[config.mk]
export PLATFORM = sky130hd
export DESIGN_NAME = sbct_timer
export DESIGN_NICKNAME = d
export VERILOG_FILES = /design/src/verilog/sbct_timer.v
export VERILOG_INCLUDE_DIRS = /design/src /design/src/include
export SDC_FILE = /design/constraint.sdc
export NUM_CORES = 1
export LEC_CHECK = 0
export BUFFER_PORTS_ARGS = -buffer_cell sky130_fd_sc_hd__buf_2
export CAP_MARGIN = 10
export CORE_MARGIN = 2
export CORE_UTILIZATION = 52
export DETAILED_ROUTE_END_ITERATION = 8
export PLACE_DENSITY = 0.79
export SLEW_MARGIN = 10
export SYNTH_ARGS = -nofsm -noshare
export SYNTH_HDL_FRONTEND = slang
export SYNTH_SLANG_ARGS = --single-unit
[constraint.sdc]
create_clock -name clk -period 2.1 [get_ports clk]
set_input_delay 0.525 -clock clk [delete_from_list [all_inputs] [get_ports clk]]
set_output_delay 0.525 -clock clk [all_outputs]
set_load 0.005 [all_outputs]
[src/include/sbct_defines.vh]
/*
 constants for the sixteen-bit capture timer: register offsets, field
 positions, reset values, mode codes and filter length.
 assumes inclusion by bare name from the design file.
*/
`ifndef SBCT_DEFINES_VH
`define SBCT_DEFINES_VH
`define SBCT_OFS_CTRL_MAIN    4'h0
`define SBCT_OFS_CTRL_MODE    4'h1
`define SBCT_OFS_EVENT_CTRL   4'h4
`define SBCT_OFS_INT_ENABLE   4'h5
`define SBCT_OFS_INT_FLAG     4'h6
`define SBCT_OFS_RUN_STATE    4'h7
`define SBCT_OFS_DEBUG        4'h8
`define SBCT_OFS_WIDE_BUF     4'h9
`define SBCT_OFS_CNT_LO       4'hA
`define SBCT_OFS_CNT_HI       4'hB
`define SBCT_OFS_CMP_LO       4'hC
`define SBCT_OFS_CMP_HI       4'hD
`define SBCT_BIT_ENABLE       0
`define SBCT_BIT_SYNC_RESTART 4
`define SBCT_BIT_STANDBY_RUN  6
`define SBCT_BIT_CLK_LO       1
`define SBCT_BIT_CLK_HI       2
`define SBCT_BIT_MODE_LO      0
`define SBCT_BIT_MODE_HI      2
`define SBCT_BIT_OUT_EN       4
`define SBCT_BIT_OUT_INIT     5
`define SBCT_BIT_ASYNC        6
`define SBCT_BIT_EV_EN        0
`define SBCT_BIT_EDGE         4
`define SBCT_BIT_FILTER       6
`define SBCT_MASK_CTRL_MAIN   8'h57
`define SBCT_MASK_CTRL_MODE   8'h77
`define SBCT_MASK_EVENT_CTRL  8'h51
`define SBCT_MASK_BIT0        8'h01
`define SBCT_RESET_BYTE       8'h00
`define SBCT_RESET_WORD       16'h0000
`define SBCT_CLK_UNDIVIDED    2'h0
`define SBCT_CLK_HALF         2'h1
`define SBCT_CLK_COMPANION    2'h2
`define SBCT_MODE_PERIODIC    3'h0
`define SBCT_MODE_TIMEOUT     3'h1
`define SBCT_MODE_CAPTURE     3'h2
`define SBCT_MODE_FREQ        3'h3
`define SBCT_MODE_WIDTH       3'h4
`define SBCT_MODE_FREQ_WIDTH  3'h5
`define SBCT_MODE_SINGLE      3'h6
`define SBCT_MODE_BYTE_PWM    3'h7
`define SBCT_FILTER_LEN       4
`endif

[src/verilog/sbct_timer.v]
/*
 sixteen-bit capture timer with avalon-mm register slave, event edge
 actions, noise filter and waveform output.
 assumes synchronous event, companion tick, restart and standby inputs;
 byte-wide registers each on one aligned 32-bit word.
*/
`timescale 1ns/10ps
`default_nettype none
// Overview of operation
// RULE1 - standby_run keeps timer going in standby; ignored with companion clock
// RULE2 - sync_restart restarts counter when companion timer restarts or overflows
// RULE3 - clock_choice: 0 peripheral, 1 half, 2 companion tick, 3 reserved
// RULE4 - enable bit 0 of control_main switches the timer on
// RULE5 - single-shot async bit: output high at event, else at counter start
// RULE6 - output_initial_level sets idle pin level, ignored in pwm and single
// RULE7 - waveform_output_enable lets timer drive the pin, else not driven
// RULE8 - counter_mode field picks one of eight modes
// RULE9 - filter bit enables four-sample noise filter before edge detect
// RULE10 - periodic and byte pwm modes ignore event edges
// RULE11 - timeout: selected edge starts counter, other edge stops it
// RULE12 - capture mode: selected edge copies count, raises capture_flag
// RULE13 - frequency mode: selected edge captures, clears, restarts, flags
// RULE14 - pulse width: one edge clears and restarts, other captures and flags
// RULE15 - freq plus width: restart, capture, then stop and flag
// RULE16 - single-shot: edge bit 0 rising starts, bit 1 both edges start
// RULE17 - event_input_enable gates all event actions
// RULE18 - capture_flag clears on write one or capture register read
// RULE19 - run_state bit reads one while counting, read-only
// RULE20 - byte pwm: low compare byte is period, high byte is duty
// RULE21 - counter ticks on selected clock; compare acts as top in timer modes
`include "sbct_defines.vh"
module sbct_timer (
    input  wire        clk,
    input  wire        rst_b,
    input  wire [5:0]  avs_address,
    input  wire        avs_read,
    input  wire        avs_write,
    input  wire [31:0] avs_writedata,
    input  wire [3:0]  avs_byteenable,
    output reg  [31:0] avs_readdata,
    output reg         avs_waitrequest,
    input  wire        event_in,
    input  wire        companion_tick,
    input  wire        companion_restart,
    input  wire        standby,
    output reg         wave_out,
    output reg         wave_oe_b,
    output reg         capture_event
);
    reg  [7:0]  control_main;
    reg  [7:0]  control_mode_output;
    reg  [7:0]  event_control;
    reg  [7:0]  interrupt_enable;
    reg         capture_flag;
    reg  [7:0]  debug_behaviour;
    reg  [7:0]  wide_access_buffer;
    reg  [15:0] counter_value;
    reg  [15:0] capture_compare_value;
    reg         running;
    reg         half_phase;
    reg         width_armed;
    reg         wave_level;
    reg         ack;
    reg  [`SBCT_FILTER_LEN-1:0] samples;
    reg         filtered;
    reg         ev_prev;

    wire [3:0] index = avs_address[5:2];
    // write lands on the edge that completes the transfer
    wire       wr_lane = avs_write & avs_byteenable[0] & ack;
    wire       rd_now = avs_read & ~ack;
    wire [1:0] clock_choice = control_main[`SBCT_BIT_CLK_HI:`SBCT_BIT_CLK_LO];
    wire [2:0] counter_mode =
        control_mode_output[`SBCT_BIT_MODE_HI:`SBCT_BIT_MODE_LO];
    wire       edge_sel = event_control[`SBCT_BIT_EDGE];
    wire       standby_run = control_main[`SBCT_BIT_STANDBY_RUN];
    wire       output_initial_level = control_mode_output[`SBCT_BIT_OUT_INIT];
    wire       waveform_output_enable = control_mode_output[`SBCT_BIT_OUT_EN];
    wire       async_out = control_mode_output[`SBCT_BIT_ASYNC];

    // standby halts only derived clocks; companion clock follows its owner
    wire halted = standby & ~(standby_run |
                  (clock_choice == `SBCT_CLK_COMPANION)); // RULE1
    wire active = control_main[`SBCT_BIT_ENABLE] & ~halted; // RULE4

    reg tick;
    always @* begin
        case (clock_choice) // RULE3
            `SBCT_CLK_UNDIVIDED: tick = 1'b1;
            `SBCT_CLK_HALF:      tick = half_phase;
            `SBCT_CLK_COMPANION: tick = companion_tick;
            default:             tick = 1'b0;
        endcase
    end

    // noise filter: input accepted once four samples agree
    wire all_one  = &samples;
    wire all_zero = ~|samples;
    wire ev_level = event_control[`SBCT_BIT_FILTER] ? filtered
                                                    : event_in; // RULE9
    wire ev_ok  = active & event_control[`SBCT_BIT_EV_EN]; // RULE17
    wire rise   = ev_ok & ev_level & ~ev_prev;
    wire fall   = ev_ok & ~ev_level & ev_prev;
    wire sel_e  = edge_sel ? fall : rise;
    wire oth_e  = edge_sel ? rise : fall;

    wire pwm      = counter_mode == `SBCT_MODE_BYTE_PWM;
    wire [15:0] top = pwm ? {8'h00, capture_compare_value[7:0]}
                          : capture_compare_value; // RULE21 RULE20
    wire at_top   = counter_value == top;

    reg        next_run;
    reg [15:0] next_cnt;
    reg [15:0] next_cmp;
    reg        next_flag_set;
    reg        next_armed;
    reg        ev_start;
    always @* begin
        next_run = running;
        next_cnt = counter_value;
        next_cmp = capture_compare_value;
        next_flag_set = 1'b0;
        next_armed = width_armed;
        ev_start = 1'b0;
        if (active && running && tick) begin
            if (at_top && counter_mode != `SBCT_MODE_CAPTURE &&
                counter_mode != `SBCT_MODE_FREQ &&
                counter_mode != `SBCT_MODE_WIDTH &&
                counter_mode != `SBCT_MODE_FREQ_WIDTH) begin
                next_cnt = `SBCT_RESET_WORD;
                next_flag_set = 1'b1;
                if (counter_mode == `SBCT_MODE_SINGLE ||
                    counter_mode == `SBCT_MODE_TIMEOUT)
                    next_run = 1'b0;
            end else begin
                next_cnt = counter_value + 16'h0001; // RULE21
            end
        end
        case (counter_mode) // RULE8 RULE10
            `SBCT_MODE_TIMEOUT: begin
                if (sel_e) begin // RULE11
                    next_run = 1'b1;
                    next_cnt = `SBCT_RESET_WORD;
                end else if (oth_e)
                    next_run = 1'b0;
            end
            `SBCT_MODE_CAPTURE: begin
                // free-running count, so each capture has a time base
                next_run = 1'b1;
                if (sel_e) begin // RULE12
                    next_cmp = counter_value;
                    next_flag_set = 1'b1;
                end
            end
            `SBCT_MODE_FREQ: begin
                if (sel_e) begin // RULE13
                    next_cmp = counter_value;
                    next_cnt = `SBCT_RESET_WORD;
                    next_run = 1'b1;
                    next_flag_set = 1'b1;
                end
            end
            `SBCT_MODE_WIDTH: begin
                if (sel_e) begin // RULE14
                    next_cnt = `SBCT_RESET_WORD;
                    next_run = 1'b1;
                end else if (oth_e) begin
                    next_cmp = counter_value;
                    next_flag_set = 1'b1;
                end
            end
            `SBCT_MODE_FREQ_WIDTH: begin
                if (sel_e && !width_armed) begin // RULE15
                    next_cnt = `SBCT_RESET_WORD;
                    next_run = 1'b1;
                    next_armed = 1'b1;
                end else if (sel_e) begin
                    next_run = 1'b0;
                    next_armed = 1'b0;
                    next_flag_set = 1'b1;
                end else if (oth_e && width_armed)
                    next_cmp = counter_value;
            end
            `SBCT_MODE_SINGLE: begin
                if ((rise || (edge_sel && fall)) && !running) begin // RULE16
                    next_run = 1'b1;
                    next_cnt = `SBCT_RESET_WORD;
                    ev_start = 1'b1;
                end
            end
            default: begin
                next_run = 1'b1;
            end
        endcase
        if (!control_main[`SBCT_BIT_ENABLE])
            next_run = 1'b0;
        if (active && control_main[`SBCT_BIT_SYNC_RESTART] &&
            companion_restart)
            next_cnt = `SBCT_RESET_WORD; // RULE2
    end

    reg next_wave;
    always @* begin
        next_wave = wave_level;
        if (counter_mode == `SBCT_MODE_SINGLE) begin
            if (ev_start && async_out)
                next_wave = 1'b1; // RULE5
            else if (running && !async_out)
                next_wave = 1'b1;
            if (!next_run)
                next_wave = 1'b0;
        end else if (pwm)
            next_wave = running &&
                (counter_value[7:0] < capture_compare_value[15:8]); // RULE20
        else if (!running)
            next_wave = output_initial_level; // RULE6
    end

    reg [7:0] rd_byte;
    always @* begin
        case (index)
            `SBCT_OFS_CTRL_MAIN:  rd_byte = control_main;
            `SBCT_OFS_CTRL_MODE:  rd_byte = control_mode_output;
            `SBCT_OFS_EVENT_CTRL: rd_byte = event_control;
            `SBCT_OFS_INT_ENABLE: rd_byte = interrupt_enable;
            `SBCT_OFS_INT_FLAG:   rd_byte = {7'h00, capture_flag};
            `SBCT_OFS_RUN_STATE:  rd_byte = {7'h00, running}; // RULE19
            `SBCT_OFS_DEBUG:      rd_byte = debug_behaviour;
            `SBCT_OFS_WIDE_BUF:   rd_byte = wide_access_buffer;
            `SBCT_OFS_CNT_LO:     rd_byte = counter_value[7:0];
            `SBCT_OFS_CNT_HI:     rd_byte = counter_value[15:8];
            `SBCT_OFS_CMP_LO:     rd_byte = capture_compare_value[7:0];
            `SBCT_OFS_CMP_HI:     rd_byte = capture_compare_value[15:8];
            default:              rd_byte = `SBCT_RESET_BYTE;
        endcase
    end

    wire cap_mode = counter_mode == `SBCT_MODE_CAPTURE ||
                    counter_mode == `SBCT_MODE_FREQ ||
                    counter_mode == `SBCT_MODE_WIDTH ||
                    counter_mode == `SBCT_MODE_FREQ_WIDTH;
    wire cap_read = rd_now && cap_mode && (index == `SBCT_OFS_CMP_LO ||
                    index == `SBCT_OFS_CMP_HI);
    wire flag_clr = cap_read || (wr_lane && index == `SBCT_OFS_INT_FLAG &&
                    avs_writedata[0]); // RULE18
    wire [7:0] wd = avs_writedata[7:0];

    always @(posedge clk or negedge rst_b) begin
        if (!rst_b) begin
            control_main <= `SBCT_RESET_BYTE;
            control_mode_output <= `SBCT_RESET_BYTE;
            event_control <= `SBCT_RESET_BYTE;
            interrupt_enable <= `SBCT_RESET_BYTE;
            debug_behaviour <= `SBCT_RESET_BYTE;
            wide_access_buffer <= `SBCT_RESET_BYTE;
            capture_flag <= 1'b0;
            counter_value <= `SBCT_RESET_WORD;
            capture_compare_value <= `SBCT_RESET_WORD;
            running <= 1'b0;
            half_phase <= 1'b0;
            width_armed <= 1'b0;
            wave_level <= 1'b0;
            samples <= {`SBCT_FILTER_LEN{1'b0}};
            filtered <= 1'b0;
            ev_prev <= 1'b0;
            ack <= 1'b0;
            avs_readdata <= 32'h00000000;
            avs_waitrequest <= 1'b1;
            wave_out <= 1'b0;
            wave_oe_b <= 1'b1;
            capture_event <= 1'b0;
        end else begin
            half_phase <= active ? ~half_phase : 1'b0;
            samples <= {samples[`SBCT_FILTER_LEN-2:0], event_in};
            if (all_one)
                filtered <= 1'b1;
            else if (all_zero)
                filtered <= 1'b0;
            ev_prev <= ev_level;
            running <= next_run;
            width_armed <= next_armed;
            wave_level <= next_wave;
            counter_value <= next_cnt;
            capture_compare_value <= next_cmp;
            // set wins over a simultaneous clear
            if (next_flag_set)
                capture_flag <= 1'b1;
            else if (flag_clr)
                capture_flag <= 1'b0;
            capture_event <= next_flag_set;
            wave_out <= waveform_output_enable & wave_level; // RULE7
            wave_oe_b <= ~waveform_output_enable; // RULE7
            // one wait cycle, then acknowledge; ack blocks a repeat action
            ack <= (avs_read | avs_write) & ~ack;
            avs_waitrequest <= ~((avs_read | avs_write) & ~ack);
            if (rd_now)
                avs_readdata <= {24'h000000, rd_byte};
            if (wr_lane) begin
                case (index)
                    `SBCT_OFS_CTRL_MAIN:
                        control_main <= wd & `SBCT_MASK_CTRL_MAIN;
                    `SBCT_OFS_CTRL_MODE:
                        control_mode_output <= wd & `SBCT_MASK_CTRL_MODE;
                    `SBCT_OFS_EVENT_CTRL:
                        event_control <= wd & `SBCT_MASK_EVENT_CTRL;
                    `SBCT_OFS_INT_ENABLE:
                        interrupt_enable <= wd & `SBCT_MASK_BIT0;
                    `SBCT_OFS_DEBUG:
                        debug_behaviour <= wd & `SBCT_MASK_BIT0;
                    `SBCT_OFS_WIDE_BUF: wide_access_buffer <= wd;
                    // software write beats the internal update
                    `SBCT_OFS_CNT_LO: counter_value[7:0] <= wd;
                    `SBCT_OFS_CNT_HI: counter_value[15:8] <= wd;
                    `SBCT_OFS_CMP_LO: capture_compare_value[7:0] <= wd;
                    `SBCT_OFS_CMP_HI: capture_compare_value[15:8] <= wd;
                    default: ;
                endcase
            end
        end
    end
endmodule
`default_nettype wire

==> impl_summary.txt <==
----------------------------------------------------
[Finish]
  Multi-input combinational cell area ... 3029 µm²
  Number of cells in the finished layout apart from fillers ... 775
  FF+latch area ... 2004 µm²
  Antenna Diode Count ... 0
  Fraction of layout cells with a size suffix above 1 ... 0.3255
  Fill cell total of the finished layout ... 780
  Final net count ... 696
  Relative area change from synthesis to final layout ... 24.20%
  Post-route cell area ... 6299 µm²

[Drt]
  DRC violation total after the first TritonRoute iteration ... 443
  Post-DR vias/cell ... 6.102
  Via Count ... 4729
  Residual antenna-violating net count after detailed routing ... 0
  Average wire per cell in the routed design ... 20.36 µm
  Final Routed Wirelength ... 15780 µm
  Count of unresolved DRC violations after routing ... 0
  Detailed Routing Iterations Pass 1 ... 8

[CTS]
  Max Buffers Root-to-Sink ... 2
  Clock buffer count from CTS ... 9
  Worst-path clk slew ... 90 ps
  Hold-fix buffer count after cts ... 0
  Clock sink total ... 80
  Clock network latency to the later pin of the worst-skew pair ... 370 ps
  Clk Tree Root Cell ... sky130_fd_sc_hd__clkbuf_8
  Max H-tree Level ... 3
  TritonCTS clock tree ... done

[Logic synthesis]
  Synthesized area per cell ... 9.305 µm²
  Seq/Total Area, Yosys ... 0.3953
  Unique cell type count in the Yosys netlist ... 64
  Yosys reg bits ... 80
  Number of warnings printed during yosys synthesis ... 0
  Synth top area cells ... sky130_fd_sc_hd__dfrtp_1, sky130_fd_sc_hd__mux2_2, sky130_fd_sc_hd__nand2_1
  Area fraction of the dominant cell type after synthesis ... 0.3849
  Post-synth top area cell ... sky130_fd_sc_hd__dfrtp_1
  Async set-or-reset flop fraction in the synthesized netlist ... 1.000
  Post-synth EDFFs ... 0
  Main flop type after synthesis ... sky130_fd_sc_hd__dfrtp_1
  Post-synthesis cell count ... 545
  Synthesized cell area ... 5071 µm²

[Placement]
  Number of buffer cells added on primary ports ... 32
  Routability congestion estimate from global placement ... 0.9524
  Placed cell area ... 5776 µm²
  Count of placed standard cells including taps ... 750
  Dpl hpwl ... 11390 µm

[Floorplanning]
  IO Count ... 86
  Initial cell density of the core ... 0.5261
  Die boundary height ... 102.8 µm
  Die boundary width ... 102.8 µm
  Placement Rows ... 36
  Area of the core ... 9639 µm²
  Floorplan die area ... 10560 µm²

[Pwr]
  Maximum resistive drop on vdd ... 0.2752 mV
  Lkg Pwr ... 2.926 nW
  Power density cells ... 716.3 nW/µm²

[Worst hold path]
  Worst hold path class ... input pin to asynchronous set/reset pin

[STA]
  Clock Skew ... 15.06 ps
  Total setup violations reported at the end of the flow ... 34
  Slew Limit Fails ... 0
  Post-layout min period ... 2206 ps
  Setup TNS ... -1973 ps
  Number of endpoints with negative hold slack in the final report ... 0
  Top achievable clock speed ... 453.2 MHz
  Portion of the clock cycle consumed by the worst path in the final layout ... 1.051
  Setup slack after layout ... -106.5 ps
  Setup repair after global routing missed its margin ... yes

[Critical path]
  Setup slack, reg-to-reg ... -110 ps
  Critical Setup Path Class ... flop to flop
  Element type at the critical path end ... flop
  Critical path fanouts, max ... 4
  Worst Path Required ... 2400 ps
  WP data arrival ... 2510 ps
  Critical path startpoint category ... flop

[GRT]
  Number of global-route vias before repair ... 4432
  Initial antenna violation count ... 0
  First-pass GRT wire length ... 23670 µm
  Total global routing track utilization ... 0.2992
  Maximum number of pins on one net before global-route repair ... 36
  Leftover overflow at the end of global routing ... 0

[Outcome]
  Run status ... finished with violations
  Violations in the final reports ... setup timing

[Job]
  Count of maximum capacitance violations ... 0

----------------------------------------------------
synthesized netlist by cell type (all sizes together) (13+ instances only):
cell type   n
clkbuf     24
xor2       13
a32oi      19
xnor2      14
nor2       32
inv        19
a21oi      14
nand2      77
buf        34
mux2i      13
o21ai      13
o31ai      13
dfrtp      78
mux2       30
nand3      14
report_power, final:
| part | internal [mW] | switching, mW | total, mW | leakage (nW) |
|---|---|---|---|---|
| logic | 0.730 | 0.827 | 1.56 | 1.78 |
| clock network | 0.460 | 0.585 | 1.04 | 0.0895 |
| registers | 1.73 | 0.179 | 1.91 | 1.06 |
registers in the layout, summed over array words and instances (netlist names), 3 cells and up:
name and cells:
event_control 3, capture_compare_value 16, avs_readdata 8, counter_value 16
samples 4, control_mode_output 6, wide_access_buffer 8, control_main 5
cell usage in the layout (no fill, tap or decap), types with 11 or more instances in the layout:
cell type                 count
sky130_fd_sc_hd__buf_4       80
sky130_fd_sc_hd__dfrtp_1     78
sky130_fd_sc_hd__nand2_1     77
sky130_fd_sc_hd__nor2_1      32
sky130_fd_sc_hd__buf_2       31
sky130_fd_sc_hd__mux2_2      28
sky130_fd_sc_hd__conb_1      24
sky130_fd_sc_hd__inv_1       19
sky130_fd_sc_hd__a32oi_1     19
sky130_fd_sc_hd__a21oi_1     14
sky130_fd_sc_hd__nand3_1     14
sky130_fd_sc_hd__xnor2_1     14
sky130_fd_sc_hd__xor2_1      12
sky130_fd_sc_hd__mux2i_1     11
kinds of logic after synthesis:
| family | share of synthesized area |
|---|---|
| fa+ha+maj | 0.02221 |
| flops | 0.3953 |
| other cells | 0.0007395 |
| compound gates | 0.1705 |
| xor+xnor | 0.04663 |
| simple gates | 0.1892 |
| mux | 0.09820 |
| buf+inv | 0.07723 |
area by class of cell:
type                            instances  share of cell area
Clock inverter                          5            0.004966
Tap cell                              133             0.02642
Inverter                               19             0.01132
Multi-Input combinational cell        411              0.4809
Timing Repair Buffer                  116              0.1357
Clock buffer                           11             0.02245
Sequential cell                        80              0.3182
path summary, 6_finish.rpt:
path	from	end	cells past startpoint
worst max-delay path	event_control[6]	counter_value[8]	8
max in group asynchronous	rst_b	avs_waitrequest	2
worst max register to register	event_control[6]	counter_value[8]	8
worst min-delay path	rst_b	counter_value[8]	1
min in group clk	event_in	samples[0]	1
worst min register to register	samples[1]	samples[2]	0
layer usage:
layer	wire length (µm)	vias to the layer above	track usage
li1	-	2098	-
met5	0	-	0
met2	7455	263	0.4756
met3	1378	46	0.04542
met4	446	0	0.1235
met1	6499	2322	0.4106
metrics by stage:
step,hold WS [ps],util,setup slack [ps],power [mW]
4_1_cts,98.02,0.6325,-71.42,4.323
3_5_place_dp,380.7,0.5992,-258.2,3.238
6_report,84.78,0.6534,-106.5,4.512
2_1_floorplan,229.4,-,-18.06,2.667
5_1_grt,113.1,0.6534,-189.9,4.722
3_3_place_gp,360.1,0.5992,-196.7,3.185
critical path, cell delays in order, from the launching register on:
cell and delay, ps:
sky130_fd_sc_hd__dfrtp_1 420, sky130_fd_sc_hd__mux2i_4 350, sky130_fd_sc_hd__buf_6 150, sky130_fd_sc_hd__mux2_4 170, sky130_fd_sc_hd__nor3_2 50, sky130_fd_sc_hd__a311o_1 370, sky130_fd_sc_hd__a21o_4 240, sky130_fd_sc_hd__or2_4 270
sky130_fd_sc_hd__o21ai_2 120
what timing repair did:
action,in CTS,in global routing
resized for setup,21,26
cloned,1,0
setup buffers,3,5
setup endpoints to repair,35,36
pin swaps,11,17
Note: power is estimated with default switching activity, not from simulation.
